**src/rtl/voice_signal_engine_params.svh**
```systemverilog
// constants for the voice signal engine decoder
`ifndef VOICE_SIGNAL_ENGINE_PARAMS_SVH
`define VOICE_SIGNAL_ENGINE_PARAMS_SVH
`define VSE_ACC_W        30
`define VSE_PC_W         9
`define VSE_IDX_W        6
`define VSE_RAM_WORDS    64
`define VSE_OPC_HI       15
`define VSE_OPC_LO       12
`define VSE_PC_RESET     9'h000
`define VSE_IDX_RESET    6'h00
`define VSE_FRAC_BITS    12
`define VSE_ACC_MAX      30'h1FFF_FFFF
`define VSE_ACC_MIN      30'h2000_0000
`endif

```
**src/rtl/voice_signal_engine_pkg.sv**
```systemverilog
// types for the voice signal engine decoder
package voice_signal_engine_pkg;
  typedef enum logic [3:0] {
    load_accum_op        = 4'h0,
    load_accum_coef_op   = 4'h1,
    store_accum_op       = 4'h2,
    subroutine_return_op = 4'h3,
    add_op               = 4'h4,
    add_coef_op          = 4'h5,
    sub_op               = 4'h6,
    sub_coef_op          = 4'h7,
    accum_product_op     = 4'h8,
    accum_product_coef_op= 4'h9,
    jump_on_true_op      = 4'hA,
    jump_on_false_op     = 4'hB,
    call_on_true_op      = 4'hC,
    call_on_false_op     = 4'hD,
    flag_write_op        = 4'hE,
    index_op             = 4'hF
  } opcode_t;
  typedef enum logic [2:0] {
    mode_register = 3'h0,
    mode_indexed  = 3'h1,
    mode_port     = 3'h2,
    mode_small    = 3'h3,
    mode_index    = 3'h4
  } operand_mode_t;
  typedef enum logic [2:0] {
    always_true_flag    = 3'h0,
    index_nonnull_flag  = 3'h1,
    accum_all_low_flag  = 3'h2,
    accum_all_high_flag = 3'h3,
    frame_sync_flag     = 3'h4,
    user_a_flag         = 3'h5,
    user_b_flag         = 3'h6,
    user_c_flag         = 3'h7
  } flag_sel_t;
  typedef enum logic {
    run_idle,
    run_active
  } run_state_t;
endpackage

```
**src/rtl/voice_signal_engine.sv**
```systemverilog
// instruction decoder and execution core of the voice signal engine
// Contract
// - one return address register; a second call overwrites it
// - bits 15..12 are the opcode, decoded per the instruction set
// - load and arithmetic use bits 12..9 as mode; bit 12 picks coefficient
// - coefficient is 12-bit two's complement spanning -1 to +1
// - mode 0000 addresses ram d5..d0; mode 0001 adds the index
// - mode 0010 selects one of eight ports by bits 2..0
// - mode 0011 signed 9-bit immediate; mode 0100 uses index value
// - 6-bit index register used as operand and address offset
// - index sub-modes: 000 write, 001 add, 100 load from accumulator
// - 30-bit accumulator is implicit source and destination
// - jumps and calls carry flag select 11..9 and target 8..0
// - program counter is 9 bits, 512 words
// - flag 000 always set, clear in processor test mode
// - flag 001 true when index is non-zero
// - flag 010 accumulator all zero; flag 011 all ones
// - flag 100 follows external frame sync
// - flags 101..111 set by flag write; 111 resets shaper and filter
// - ports 0 and 1 carry 16-bit signed samples, read and write
// - port 2 carries 12-bit signed values; port 3 reads zero
// - ports 4 to 7 are read-only 6-bit gain settings
// - load places operand in accumulator and updates pattern flags
// - store writes accumulator to ram or port; flags unchanged
// - each instruction completes in one clock cycle
// - accumulator saturates on overflow and underflow
// - untaken jump advances program counter by one
// - pc restarts at 0 when voice transmit or receive enabled
`timescale 1ns/1ps
`default_nettype none
`include "voice_signal_engine_params.svh"
module voice_signal_engine #(
  parameter int ACC_W = `VSE_ACC_W,
  parameter int PC_W  = `VSE_PC_W
) (
  input  wire logic              ref_clk,
  input  wire logic              reset_n,
  input  wire logic              voice_tx_enable,
  input  wire logic              voice_rx_enable,
  input  wire logic              processor_test_mode,
  input  wire logic              frame_sync,
  input  wire logic [15:0]       instr_word,
  input  wire logic [15:0]       rx_sample_in,
  input  wire logic [15:0]       tx_sample_in,
  input  wire logic [11:0]       serial_ctrl_in,
  input  wire logic [5:0]        transmit_gain_port,
  input  wire logic [5:0]        receive_gain_port,
  input  wire logic [5:0]        receive_volume_port,
  input  wire logic [5:0]        sidetone_gain_port,
  output logic [PC_W-1:0]        instr_addr,
  output logic                   running,
  output logic [15:0]            rx_sample_out,
  output logic                   rx_sample_strobe,
  output logic [15:0]            tx_sample_out,
  output logic                   tx_sample_strobe,
  output logic [11:0]            serial_ctrl_out,
  output logic                   serial_ctrl_strobe,
  output logic                   user_flag_a,
  output logic                   user_flag_b,
  output logic                   shaper_filter_reset
);
  // reset release through two flops
  logic rst_meta_q, rst_sync_q;
  always_ff @(posedge ref_clk or negedge reset_n)
    if (!reset_n)
    begin
      rst_meta_q <= 1'b0;
      rst_sync_q <= 1'b0;
    end
    else
    begin
      rst_meta_q <= 1'b1;
      rst_sync_q <= rst_meta_q;
    end
  wire rst_n = rst_sync_q;

  // pin inputs: three flops, change accepted when last two agree
  logic [3:0] pin_s1_q, pin_s2_q, pin_s3_q, pin_q;
  always_ff @(posedge ref_clk or negedge rst_n)
    if (!rst_n)
    begin
      pin_s1_q <= 4'h0;
      pin_s2_q <= 4'h0;
      pin_s3_q <= 4'h0;
      pin_q    <= 4'h0;
    end
    else
    begin
      pin_s1_q <= {voice_tx_enable, voice_rx_enable,
                   processor_test_mode, frame_sync};
      pin_s2_q <= pin_s1_q;
      pin_s3_q <= pin_s2_q;
      pin_q    <= (pin_s2_q & pin_s3_q) | (pin_q & (pin_s2_q | pin_s3_q));
    end
  wire enable_any = pin_q[3] | pin_q[2];
  wire test_mode  = pin_q[1];
  wire sync_flag  = pin_q[0];

  // run control
  voice_signal_engine_pkg::run_state_t state_q, state_d;
  always_comb
  begin
    state_d = state_q;
    case (state_q)
      voice_signal_engine_pkg::run_idle:
        if (enable_any) state_d = voice_signal_engine_pkg::run_active;
      voice_signal_engine_pkg::run_active:
        if (!enable_any) state_d = voice_signal_engine_pkg::run_idle;
      default: state_d = voice_signal_engine_pkg::run_idle;
    endcase
  end
  wire active = (state_q == voice_signal_engine_pkg::run_active);
  wire start  = (state_q == voice_signal_engine_pkg::run_idle) & enable_any;

  // architectural state
  logic [PC_W-1:0]       pc_q, pc_d, ret_q;
  logic [ACC_W-1:0]      acc_q, acc_d;
  logic [`VSE_IDX_W-1:0] idx_q, idx_d;
  logic [2:0]            uflag_q;
  logic [ACC_W-1:0]      ram [`VSE_RAM_WORDS];

  // decode
  voice_signal_engine_pkg::opcode_t opc;
  assign opc = voice_signal_engine_pkg::opcode_t'(
                 instr_word[`VSE_OPC_HI:`VSE_OPC_LO]);
  wire [2:0]      sub_mode   = instr_word[11:9];
  wire [2:0]      flag_sel   = instr_word[11:9];
  wire [PC_W-1:0] target     = instr_word[8:0];
  wire [2:0]      port_num   = instr_word[2:0];
  wire [5:0]      ram_offset = instr_word[5:0];
  wire [5:0]      ram_addr   = (sub_mode == 3'h1) ?
                               6'(ram_offset + idx_q) : ram_offset;
  wire [3:0]      group      = instr_word[15:12];
  wire            is_load    = (group[3:1] == 3'b000);
  wire            is_add     = (group[3:1] == 3'b010);
  wire            is_sub     = (group[3:1] == 3'b011);
  wire            is_mul     = (group[3:1] == 3'b100);

  // signed 16-bit sample or 12-bit value placed at the binary point
  function automatic logic [ACC_W-1:0] from_int(input logic [15:0] v);
    from_int = {v[15], v[15], v, 12'h000};
  endfunction
  function automatic logic [ACC_W-1:0] sat(input logic [ACC_W:0] v);
    if (v[ACC_W] != v[ACC_W-1])
      sat = v[ACC_W] ? ACC_W'(`VSE_ACC_MIN) : ACC_W'(`VSE_ACC_MAX);
    else
      sat = v[ACC_W-1:0];
  endfunction

  logic [ACC_W-1:0] port_word;
  always_comb
  begin
    port_word = '0;
    case (port_num)
      3'h0: port_word = from_int(rx_sample_in);
      3'h1: port_word = from_int(tx_sample_in);
      3'h2: port_word = from_int({{4{serial_ctrl_in[11]}},
                                  serial_ctrl_in});
      3'h3: port_word = '0;
      3'h4: port_word = from_int({10'h000, transmit_gain_port});
      3'h5: port_word = from_int({10'h000, receive_gain_port});
      3'h6: port_word = from_int({10'h000, receive_volume_port});
      default: port_word = from_int({10'h000, sidetone_gain_port});
    endcase
  end

  logic [ACC_W-1:0] operand;
  operand_fetch u_operand_fetch (
    .instr     (instr_word),
    .index_val (idx_q),
    .ram_word  (ram[ram_addr]),
    .port_word (port_word),
    .operand   (operand)
  );

  // arithmetic with saturation; product keeps 12 fraction bits
  wire signed [ACC_W-1:0]     acc_s  = acc_q;
  wire signed [ACC_W-1:0]     opr_s  = operand;
  wire signed [2*ACC_W-1:0]   prod   = acc_s * opr_s;
  wire signed [2*ACC_W-1:0]   prod_sh = prod >>> `VSE_FRAC_BITS;
  wire prod_ovf = (prod_sh[2*ACC_W-1:ACC_W-1] != {(ACC_W+1){1'b0}}) &&
                  (prod_sh[2*ACC_W-1:ACC_W-1] != {(ACC_W+1){1'b1}});
  wire [ACC_W-1:0] prod_val = prod_ovf ?
    (prod_sh[2*ACC_W-1] ? ACC_W'(`VSE_ACC_MIN) : ACC_W'(`VSE_ACC_MAX)) :
    prod_sh[ACC_W-1:0];
  wire [ACC_W-1:0] sum_val = sat({acc_q[ACC_W-1], acc_q} +
                                 {operand[ACC_W-1], operand});
  wire [ACC_W-1:0] dif_val = sat({acc_q[ACC_W-1], acc_q} -
                                 {operand[ACC_W-1], operand});

  // flags; equality flags follow the accumulator itself
  logic flag_val;
  always_comb
  begin
    case (flag_sel)
      3'h0: flag_val = ~test_mode;
      3'h1: flag_val = (idx_q != '0);
      3'h2: flag_val = (acc_q == '0);
      3'h3: flag_val = (acc_q == '1);
      3'h4: flag_val = sync_flag;
      3'h5: flag_val = uflag_q[0];
      3'h6: flag_val = uflag_q[1];
      default: flag_val = uflag_q[2];
    endcase
  end

  wire store_ram  = active && opc == voice_signal_engine_pkg::store_accum_op
                    && sub_mode[2:1] == 2'b00;
  wire store_port = active && opc == voice_signal_engine_pkg::store_accum_op
                    && sub_mode == 3'h2;
  wire [15:0] acc_int = acc_q[27:12];

  // one instruction per cycle
  always_comb
  begin
    pc_d  = PC_W'(pc_q + 1'b1);
    acc_d = acc_q;
    idx_d = idx_q;
    if (is_load)      acc_d = operand;
    else if (is_add)  acc_d = sum_val;
    else if (is_sub)  acc_d = dif_val;
    else if (is_mul)  acc_d = prod_val;
    case (opc)
      voice_signal_engine_pkg::subroutine_return_op: pc_d = ret_q;
      voice_signal_engine_pkg::jump_on_true_op,
      voice_signal_engine_pkg::call_on_true_op:
        if (flag_val) pc_d = target;
      voice_signal_engine_pkg::jump_on_false_op,
      voice_signal_engine_pkg::call_on_false_op:
        if (!flag_val) pc_d = target;
      voice_signal_engine_pkg::index_op:
        case (sub_mode)
          3'h0: idx_d = ram_offset;
          3'h1: idx_d = 6'(idx_q + ram_offset);
          3'h4: idx_d = acc_q[17:12];
          default: idx_d = idx_q;
        endcase
      default: ;
    endcase
  end
  wire call_taken =
    (opc == voice_signal_engine_pkg::call_on_true_op && flag_val) ||
    (opc == voice_signal_engine_pkg::call_on_false_op && !flag_val);

  always_ff @(posedge ref_clk or negedge rst_n)
    if (!rst_n)
    begin
      state_q <= voice_signal_engine_pkg::run_idle;
      pc_q    <= `VSE_PC_RESET;
      ret_q   <= `VSE_PC_RESET;
      acc_q   <= '0;
      idx_q   <= `VSE_IDX_RESET;
      uflag_q <= 3'h0;
    end
    else
    begin
      state_q <= state_d;
      if (start)
        pc_q <= `VSE_PC_RESET;
      else if (active)
      begin
        pc_q  <= pc_d;
        acc_q <= acc_d;
        idx_q <= idx_d;
        if (call_taken)
          ret_q <= PC_W'(pc_q + 1'b1);
        if (opc == voice_signal_engine_pkg::flag_write_op
            && flag_sel[2] && flag_sel[1:0] != 2'b00)
          uflag_q[flag_sel[1:0] - 2'd1] <= instr_word[0];
      end
    end

  always_ff @(posedge ref_clk)
    if (store_ram)
      ram[ram_addr] <= acc_q;

  // outputs
  always_ff @(posedge ref_clk or negedge rst_n)
    if (!rst_n)
    begin
      rx_sample_out      <= 16'h0000;
      tx_sample_out      <= 16'h0000;
      serial_ctrl_out    <= 12'h000;
      rx_sample_strobe   <= 1'b0;
      tx_sample_strobe   <= 1'b0;
      serial_ctrl_strobe <= 1'b0;
    end
    else
    begin
      rx_sample_strobe   <= store_port && port_num == 3'h0;
      tx_sample_strobe   <= store_port && port_num == 3'h1;
      serial_ctrl_strobe <= store_port && port_num == 3'h2;
      if (store_port && port_num == 3'h0) rx_sample_out <= acc_int;
      if (store_port && port_num == 3'h1) tx_sample_out <= acc_int;
      if (store_port && port_num == 3'h2)
        serial_ctrl_out <= acc_q[23:12];
    end
  assign instr_addr          = pc_q;
  assign running             = state_q == voice_signal_engine_pkg::run_active;
  assign user_flag_a         = uflag_q[0];
  assign user_flag_b         = uflag_q[1];
  assign shaper_filter_reset = uflag_q[2];
endmodule // voice_signal_engine
`default_nettype wire

```
**src/rtl/operand_fetch.sv**
```systemverilog
// operand selection for load, add, subtract and multiply
`timescale 1ns/1ps
`default_nettype none
`include "voice_signal_engine_params.svh"
module operand_fetch (
  input  wire logic [15:0]              instr,
  input  wire logic [`VSE_IDX_W-1:0]    index_val,
  input  wire logic [`VSE_ACC_W-1:0]    ram_word,
  input  wire logic [`VSE_ACC_W-1:0]    port_word,
  output logic      [`VSE_ACC_W-1:0]    operand
);
  wire       coef_mode = instr[12];
  wire [2:0] op_mode   = instr[11:9];
  // coefficient: sign bit lands on the units bit, spans -1..+1
  wire [`VSE_ACC_W-1:0] coef_val =
    {{17{instr[11]}}, instr[11:0], 1'b0};
  wire [`VSE_ACC_W-1:0] small_val =
    {{9{instr[8]}}, instr[8:0], 12'h000};
  wire [`VSE_ACC_W-1:0] index_word =
    {12'h000, index_val, 12'h000};
  always_comb
  begin
    operand = '0;
    if (coef_mode)
      operand = coef_val;
    else
      case (op_mode)
        voice_signal_engine_pkg::mode_register: operand = ram_word;
        voice_signal_engine_pkg::mode_indexed:  operand = ram_word;
        voice_signal_engine_pkg::mode_port:     operand = port_word;
        voice_signal_engine_pkg::mode_small:    operand = small_val;
        voice_signal_engine_pkg::mode_index:    operand = index_word;
        default:                                operand = '0;
      endcase
  end
endmodule // operand_fetch
`default_nettype wire

```
**config.mk**
```make
export PLATFORM = sky130hd
export DESIGN_NAME = voice_signal_engine
export DESIGN_NICKNAME = d
export VERILOG_FILES = /design/src/rtl/voice_signal_engine_pkg.sv /design/src/rtl/voice_signal_engine.sv /design/src/rtl/operand_fetch.sv
export VERILOG_INCLUDE_DIRS = /design/src /design/src/rtl
export SDC_FILE = /design/constraint.sdc
export NUM_CORES = 2
export LEC_CHECK = 0
export BUFFER_PORTS_ARGS = -buffer_cell sky130_fd_sc_hd__buf_2
export CORE_ASPECT_RATIO = 0.75
export CORE_MARGIN = 2
export CORE_UTILIZATION = 40
export CTS_CLUSTER_SIZE = 16
export DETAILED_ROUTE_END_ITERATION = 8
export SLEW_MARGIN = 20
export SYNTH_ARGS = -nofsm -noshare
export SYNTH_HDL_FRONTEND = slang
export SYNTH_SLANG_ARGS = --single-unit
```
**constraint.sdc**
```tcl
create_clock -name ref_clk -period 7.6 [get_ports ref_clk]
set_clock_uncertainty 0.05 [all_clocks]
set_input_delay 0.76 -clock ref_clk [delete_from_list [all_inputs] [get_ports ref_clk]]
set_output_delay 0.76 -clock ref_clk [all_outputs]
set_load 0.02 [all_outputs]
```
# Yosys cells after proc, flatten, opt, wreduce, memory -nomap -nowiden
# Memory sizes are Yosys's and may differ from the RTL's.
# Index checks and enable logic that the tools add are counted.
# totals
regBits	123
latch_bits	0
ramBits	1920
romBits	0
inputBits	90
output_inout_bits	60
wordCells	122
memories	1
# memory_table
name	depth	word_bits	read_ports	rd_clocked_by_memory_dff	write_ports	line	source
ram	64	30	1	0	1	voice_signal_engine.sv:120	logic [ACC_W-1:0] ram [`VSE_RAM_WORDS];
# classes
add_sub_neg	5
mul	1
n_div	0
magnitude_cmp	2
eq_ne	27
shift	0
n_mux	27
bitwise_logic	9
reduce_logical	32
# op_table
operator	count
30-bit two-way mux	11
30-bit case mux with 7 select lines	1
30-bit case mux with 4 select lines	1
30-bit by 30-bit multiplier with 60-bit output	1
9-bit two-way mux	4
30-bit by 30-bit adder with 31-bit output	1
31-bit inequality test, second input constant	1
31-bit nonzero test	1
30-bit by 30-bit subtractor with 31-bit output	1
30-bit equality test, second input constant	1
30-bit zero test	1
9-bit case mux with 3 select lines	1
4-bit equality test, second input constant	6
3-bit equality test, second input constant	7
3-bit by 2-bit equality test with 1-bit output, second input constant	6
6-bit case mux with 3 select lines	1
1-bit logical AND	12
9-bit by 1-bit adder with 9-bit output, second input constant	1
3-bit zero test	3
3-bit AND reduction	3
4-bit AND	2
4-bit by 2-bit equality test with 1-bit output, second input constant	2
4-bit bitwise OR	2
1-bit case mux with 7 select lines	1
22 further kinds	32

# Depth between registers and ports, before layout
# An unclocked memory read counts as a cell.
# depth
ltp_word	13
depth_mapped	56
ltp_nobuf	47

# By module
# Synthesis repeated with hierarchy kept, for this count alone.
# hier_totals
hier_cells	8698
hier_area_um2	113057.2
# by_module_without_submodules
mod	instances	cells_per_inst	area_each_um2	seq_area_each_um2
voice_signal_engine	1	8559	112173.8	60733.2
operand_fetch	1	139	883.3	0.0

# Worst setup path after synthesis
# OpenSTA, ideal clock, no wires.
# synth_path
kind	input port to flip-flop
start	in instr_word[0]
end	reg acc_q[10]
setup_ps	86
arrival_ps	13571
t_required_ps	7464
slack_ps	-6107
stages	50
n_path_buf	10
path_cell_list	ha_1 > fa_1 > xor2_1 > mux2i_1 > buf_2 > buf_2 > clkbuf_1 > clkbuf_1 > clkbuf_1 > clkbuf_1 > buf_1 > o221ai_1 > o31ai_1 > a21oi_1 > nor4_1 > a32o_1 > clkbuf_1 > nand2_1 > [14 not listed] > fa_1 > ha_1 > clkbuf_1 > nand2_1 > nor4_1 > nor2b_1 > nand2_1 > nor3_1 > nand2_1 > o21a_1 > xnor2_1 > nor4bb_1 > and4bb_1 > and4_4 > nor2_1 > a311o_1 > buf_6 > o221ai_2
# synth_via
elab_chain_cells	13
elab_cells_between_ends	31
classes_between	add/sub (3); mul (1); eq/ne (9); mux (14); reduce/logical (3); memory (1)
# synth_lines
item	line	source
start: declaration	voice_signal_engine.sv:42	input wire logic [15:0] instr_word,
6-bit adder	voice_signal_engine.sv:132	6'(ram_offset + idx_q) : ram_offset;
6-bit two-way mux	voice_signal_engine.sv:131	wire [5:0] ram_addr = (sub_mode == 3'h1) ?
memory 64 x 30 bit	-	
30-bit case mux with 4 select lines	operand_fetch.sv:27	case (op_mode)
30-bit two-way mux *	operand_fetch.sv:24	if (coef_mode)
30-bit by 30-bit multiplier with 60-bit output	voice_signal_engine.sv:179	wire signed [2*ACC_W-1:0] prod = acc_s * opr_s;
31-bit inequality test or 31-bit nonzero test (tied branches)	voice_signal_engine.sv:182, voice_signal_engine.sv:181	
1-bit logical AND	voice_signal_engine.sv:181	wire prod_ovf = (prod_sh[2*ACC_W-1:ACC_W-1] != {(ACC_W+1){1'b0}}) &&
30-bit two-way mux	voice_signal_engine.sv:183	wire [ACC_W-1:0] prod_val = prod_ovf ?
30-bit two-way mux	voice_signal_engine.sv:222	else if (is_mul) acc_d = prod_val;
30-bit two-way mux	voice_signal_engine.sv:221	else if (is_sub) acc_d = dif_val;
30-bit two-way mux	voice_signal_engine.sv:220	else if (is_add) acc_d = sum_val;
30-bit two-way mux *	voice_signal_engine.sv:219	if (is_load) acc_d = operand;
end signal: assignment	voice_signal_engine.sv:251	acc_q <= '0;
end signal: assignment	voice_signal_engine.sv:263	acc_q <= acc_d;
end: declaration	voice_signal_engine.sv:117	logic [ACC_W-1:0] acc_q, acc_d;
# Mark *: on every way between the ends. The rest lies on a longest branch, timed or not. The select of a mux whose other input is x is not followed.
# A chain may end at the register's enable or synchronous reset.

# Worst setup path in the final report
# layout_path
start	reg idx_q[0]
end	reg acc_q[16]
# layout_via
elab_chain_cells	13
elab_cells_between_ends	23
classes_between	add/sub (3); mul (1); eq/ne (3); mux (13); reduce/logical (2); memory (1)
# layout_lines
item	line	source
start: declaration	voice_signal_engine.sv:118	logic [`VSE_IDX_W-1:0] idx_q, idx_d;
start signal: assignment	voice_signal_engine.sv:252	idx_q <= `VSE_IDX_RESET;
start signal: assignment	voice_signal_engine.sv:264	idx_q <= idx_d;
6-bit adder	voice_signal_engine.sv:132	
6-bit two-way mux	voice_signal_engine.sv:131	
memory 64 x 30 bit	-	
30-bit case mux with 4 select lines *	operand_fetch.sv:27	
30-bit two-way mux *	operand_fetch.sv:24	
30-bit by 30-bit multiplier with 60-bit output	voice_signal_engine.sv:179	
31-bit inequality test or 31-bit nonzero test (tied branches)	voice_signal_engine.sv:182, voice_signal_engine.sv:181	
1-bit logical AND	voice_signal_engine.sv:181	
30-bit two-way mux	voice_signal_engine.sv:183	
30-bit two-way mux	voice_signal_engine.sv:222	
30-bit two-way mux	voice_signal_engine.sv:221	
30-bit two-way mux	voice_signal_engine.sv:220	
30-bit two-way mux *	voice_signal_engine.sv:219	
# Marked as above.

==> results.toml <==
[clocking]
cts_tree = "built"
clock_sinks = 2043
insertion_delay_ns = 0.92
clkSlewWorstSetupHoldPaths_ns = 0.07
ctsHtreeMaxLevel = 4
clk_path_buf_depth = 4
clockRootBuffer = "clkbuf_16"
cts_buffers = 206

[setup_path]
worst_path_largest_cell_delay_ns = 0.62
critPathMaxFanout = 14
cp.arrival_ns = 13.26
cpMostUsedCell = "buf_4"
start_kind = "register"
cp.required_ns = 8.26
end_kind = "register"
critical_path_class = "register to register"
critPathSlowestCell = "or4b_4"

[cells_and_area]
finish.instance_area_mm2 = 0.1453
drive_gt1_frac = 0.2663
mostFrequentLayoutCells = "edfxtp_1, buf_4, inv_1, nand2_1, fa_1"
nets = 12400
layout_commonest_cell = "edfxtp_1"
fillerInstances = 24240
register_area_mm2 = 0.06084
multi_input_area_mm2 = 0.04961
finish.utilization = 0.5132
area_growth_pct = 27.38

[job]
cap_violations = 0

[run_status]
violations = "negative setup slack"
outcome = "finished with violations"

[timing]
finalCriticalPeriod_ns = 12.59
worst_pin_slew_ns = 1.242
slew_viol_final = 0
fin_tns_setup_ns = -146.96
rsz0062_at_grt = "true"
hold_violations = 0
fin_ws_ns = -4.995
fin_crit_sh = 1.657
timing.fmax_mhz = 79.40
slew_headroom = 0.1703
setup_violations = 30

[grt]
grt-ovfl-total = 0
grt_start_max_net_pins = 103
grt_antenna_before_repair = 31
grt_use_total = 0.3215
first_global_vias = 87230
grt_pass1_wl_mm = 659.2

[place]
dp_hpwl_mm = 343.2
place_area_mm2 = 0.1347
gp_congestion = 1.030
io_buffers = 149

[hold_path]
hold_path_class = "input pin to async pin"

[routing]
vias = 88820
wl_mm = 469.3
drc = 0
avgRoutedWirePerCell_um = 31.20
drtIter0Drc = 13640
first_pass_iters = 7
detail_route.vias_per_cell = 5.905
ant_nets = 0

[yosys]
ys_types = 99
synthArstFlopShare = 0.06021
ys_seq_area_frac = 0.5325
syn_area_per_cell_um2 = 12.24
yosysWarnings = 0
syn_inst = 9319
synth_nets = 10610
synth-edff-count = 1920
synth_area_mm2 = 0.1141
synth_ff_type = "edfxtp_1"
ys_seq_elements = 2043

[floorplan]
start_util = 0.4029
die-area_mm2 = 0.2895
rows = 169
die_h_um = 466.5
core_area_mm2 = 0.2831
io_pins = 150
die_w_um = 620.6
## state kept, by name (all words and copies together), names as in the netlist
register and count:
acc_q 30, idx_q 6, instr_addr 9, pin_q 4, pin_s1_q 4, pin_s2_q 4
pin_s3_q 4, ram 1920, ret_q 9, rst_meta_q 1, rst_n 1, running 1
rx_sample_out 16, rx_sample_strobe 1, serial_ctrl_out 12, serial_ctrl_strobe 1, tx_sample_out 16, tx_sample_strobe 1
uflag_q 3
## final cells by class
| cell class | count | share of cell area |
|---|---|---|
| inverter | 1122 | 0.02917 |
| clock inverter | 116 | 0.007354 |
| sequential | 2043 | 0.4188 |
| multi-input combinational | 5558 | 0.3414 |
| clock buffer | 246 | 0.03702 |
| tap | 3762 | 0.03240 |
| antenna | 10 | 0.0001722 |
| timing repair buffer | 2185 | 0.1337 |
## cells in the mapped netlist (33+ instances only)
library cell / instances / area share
dfrtp_1: 123 / 0.027
nor3_1: 96 / 0.0042
nor2_1: 468 / 0.015
or3_1: 36 / 0.0020
o21bai_1: 34 / 0.0022
nand3_1: 90 / 0.0039
o221ai_1: 185 / 0.014
a21o_1: 46 / 0.0030
buf_1: 101 / 0.0033
ha_1: 237 / 0.026
and2_1: 191 / 0.010
edfxtp_1: 1920 / 0.51
o21ai_0: 268 / 0.012
clkbuf_1: 470 / 0.015
nor4_1: 36 / 0.0020
o211ai_1: 47 / 0.0031
a22oi_1: 44 / 0.0029
nand2_1: 991 / 0.033
a21oi_1: 381 / 0.017
xnor2_1: 90 / 0.0069
mux2_2: 33 / 0.0033
a31oi_1: 85 / 0.0047
nor2b_1: 102 / 0.0056
inv_1: 1118 / 0.037
nand4_1: 46 / 0.0025
fa_1: 960 / 0.17
mux2i_1: 33 / 0.0029
o22ai_1: 611 / 0.034
a211oi_1: 36 / 0.0024
## stage by stage
stage / instances / setup slack (ns) / hold WS, ns
final: 15040 / -4.995 / 0.1956
after global routing: 15040 / -5.347 / 0.1752
after CTS: 15000 / -4.940 / 0.1548
after global placement: 14470 / -7.927 / 0.2332
after detailed placement: 14480 / -6.590 / 0.2344
after floorplan: 9319 / -4.396 / 0.2812
## timing repair
item,in CTS,in global routing
buffers inserted,146,27
resized for setup,365,139
hold buffers,5,0
pin swaps,182,92
setup endpoints to repair,30,30
gates cloned,13,4
endpoints found under the hold margin,6,0
## worst paths after layout
| path | to | slack, ns | start | depth (start not counted) |
|---|---|---|---|---|
| setup / recovery | acc_q[16] | -4.99 | idx_q[0] | 52 |
| hold / removal | rst_n | 0.20 | reset_n | 2 |
| setup reg to reg | acc_q[16] | -4.99 | idx_q[0] | 52 |
| hold reg to reg | uflag_q[0] | 0.20 | rst_n | 0 |
| max in group asynchronous | acc_q[4] | 6.16 | rst_n | 1 |
| min in group ref_clk | rst_n | 0.30 | rst_meta_q | 0 |
## worst max-delay path, delay by kind of cell, from the launching register on
family	cells	cell delay [ns]
buffers and inverters	19	2.80
DFF	1	0.41
adders and majority gates	11	5.16
and+or+nand+nor	11	2.14
AOI/OAI and AO/OA	11	1.85
## metal layers
| metal | vias to the layer above | track usage | wire, um |
|---|---|---|---|
| met5 | - | 0 | 67 |
| met4 | 12 | 0.1016 | 17280 |
| met3 | 763 | 0.1013 | 67380 |
| met2 | 6006 | 0.4468 | 191200 |
| met1 | 45510 | 0.4755 | 193400 |
| li1 | 36530 | - | - |
## cell families (layout without fill, tap and decap cells)
family / Yosys count / in the layout / share of synthesized area
compound gates: 1997 / 1997 / 0.1141
xor+xnor: 117 / 117 / 0.008984
fa+ha+maj: 1201 / 1201 / 0.1948
buf+inv: 1718 / 3669 / 0.05694
flops: 2043 / 2043 / 0.5325
mux: 66 / 66 / 0.006154
other cells: 1 / 11 / 0.00003288
simple gates: 2176 / 2176 / 0.08647
Power is left out: the tool's default activity adds up to more than one toggle a clock period on the data nets, which glitch-free logic cannot reach.
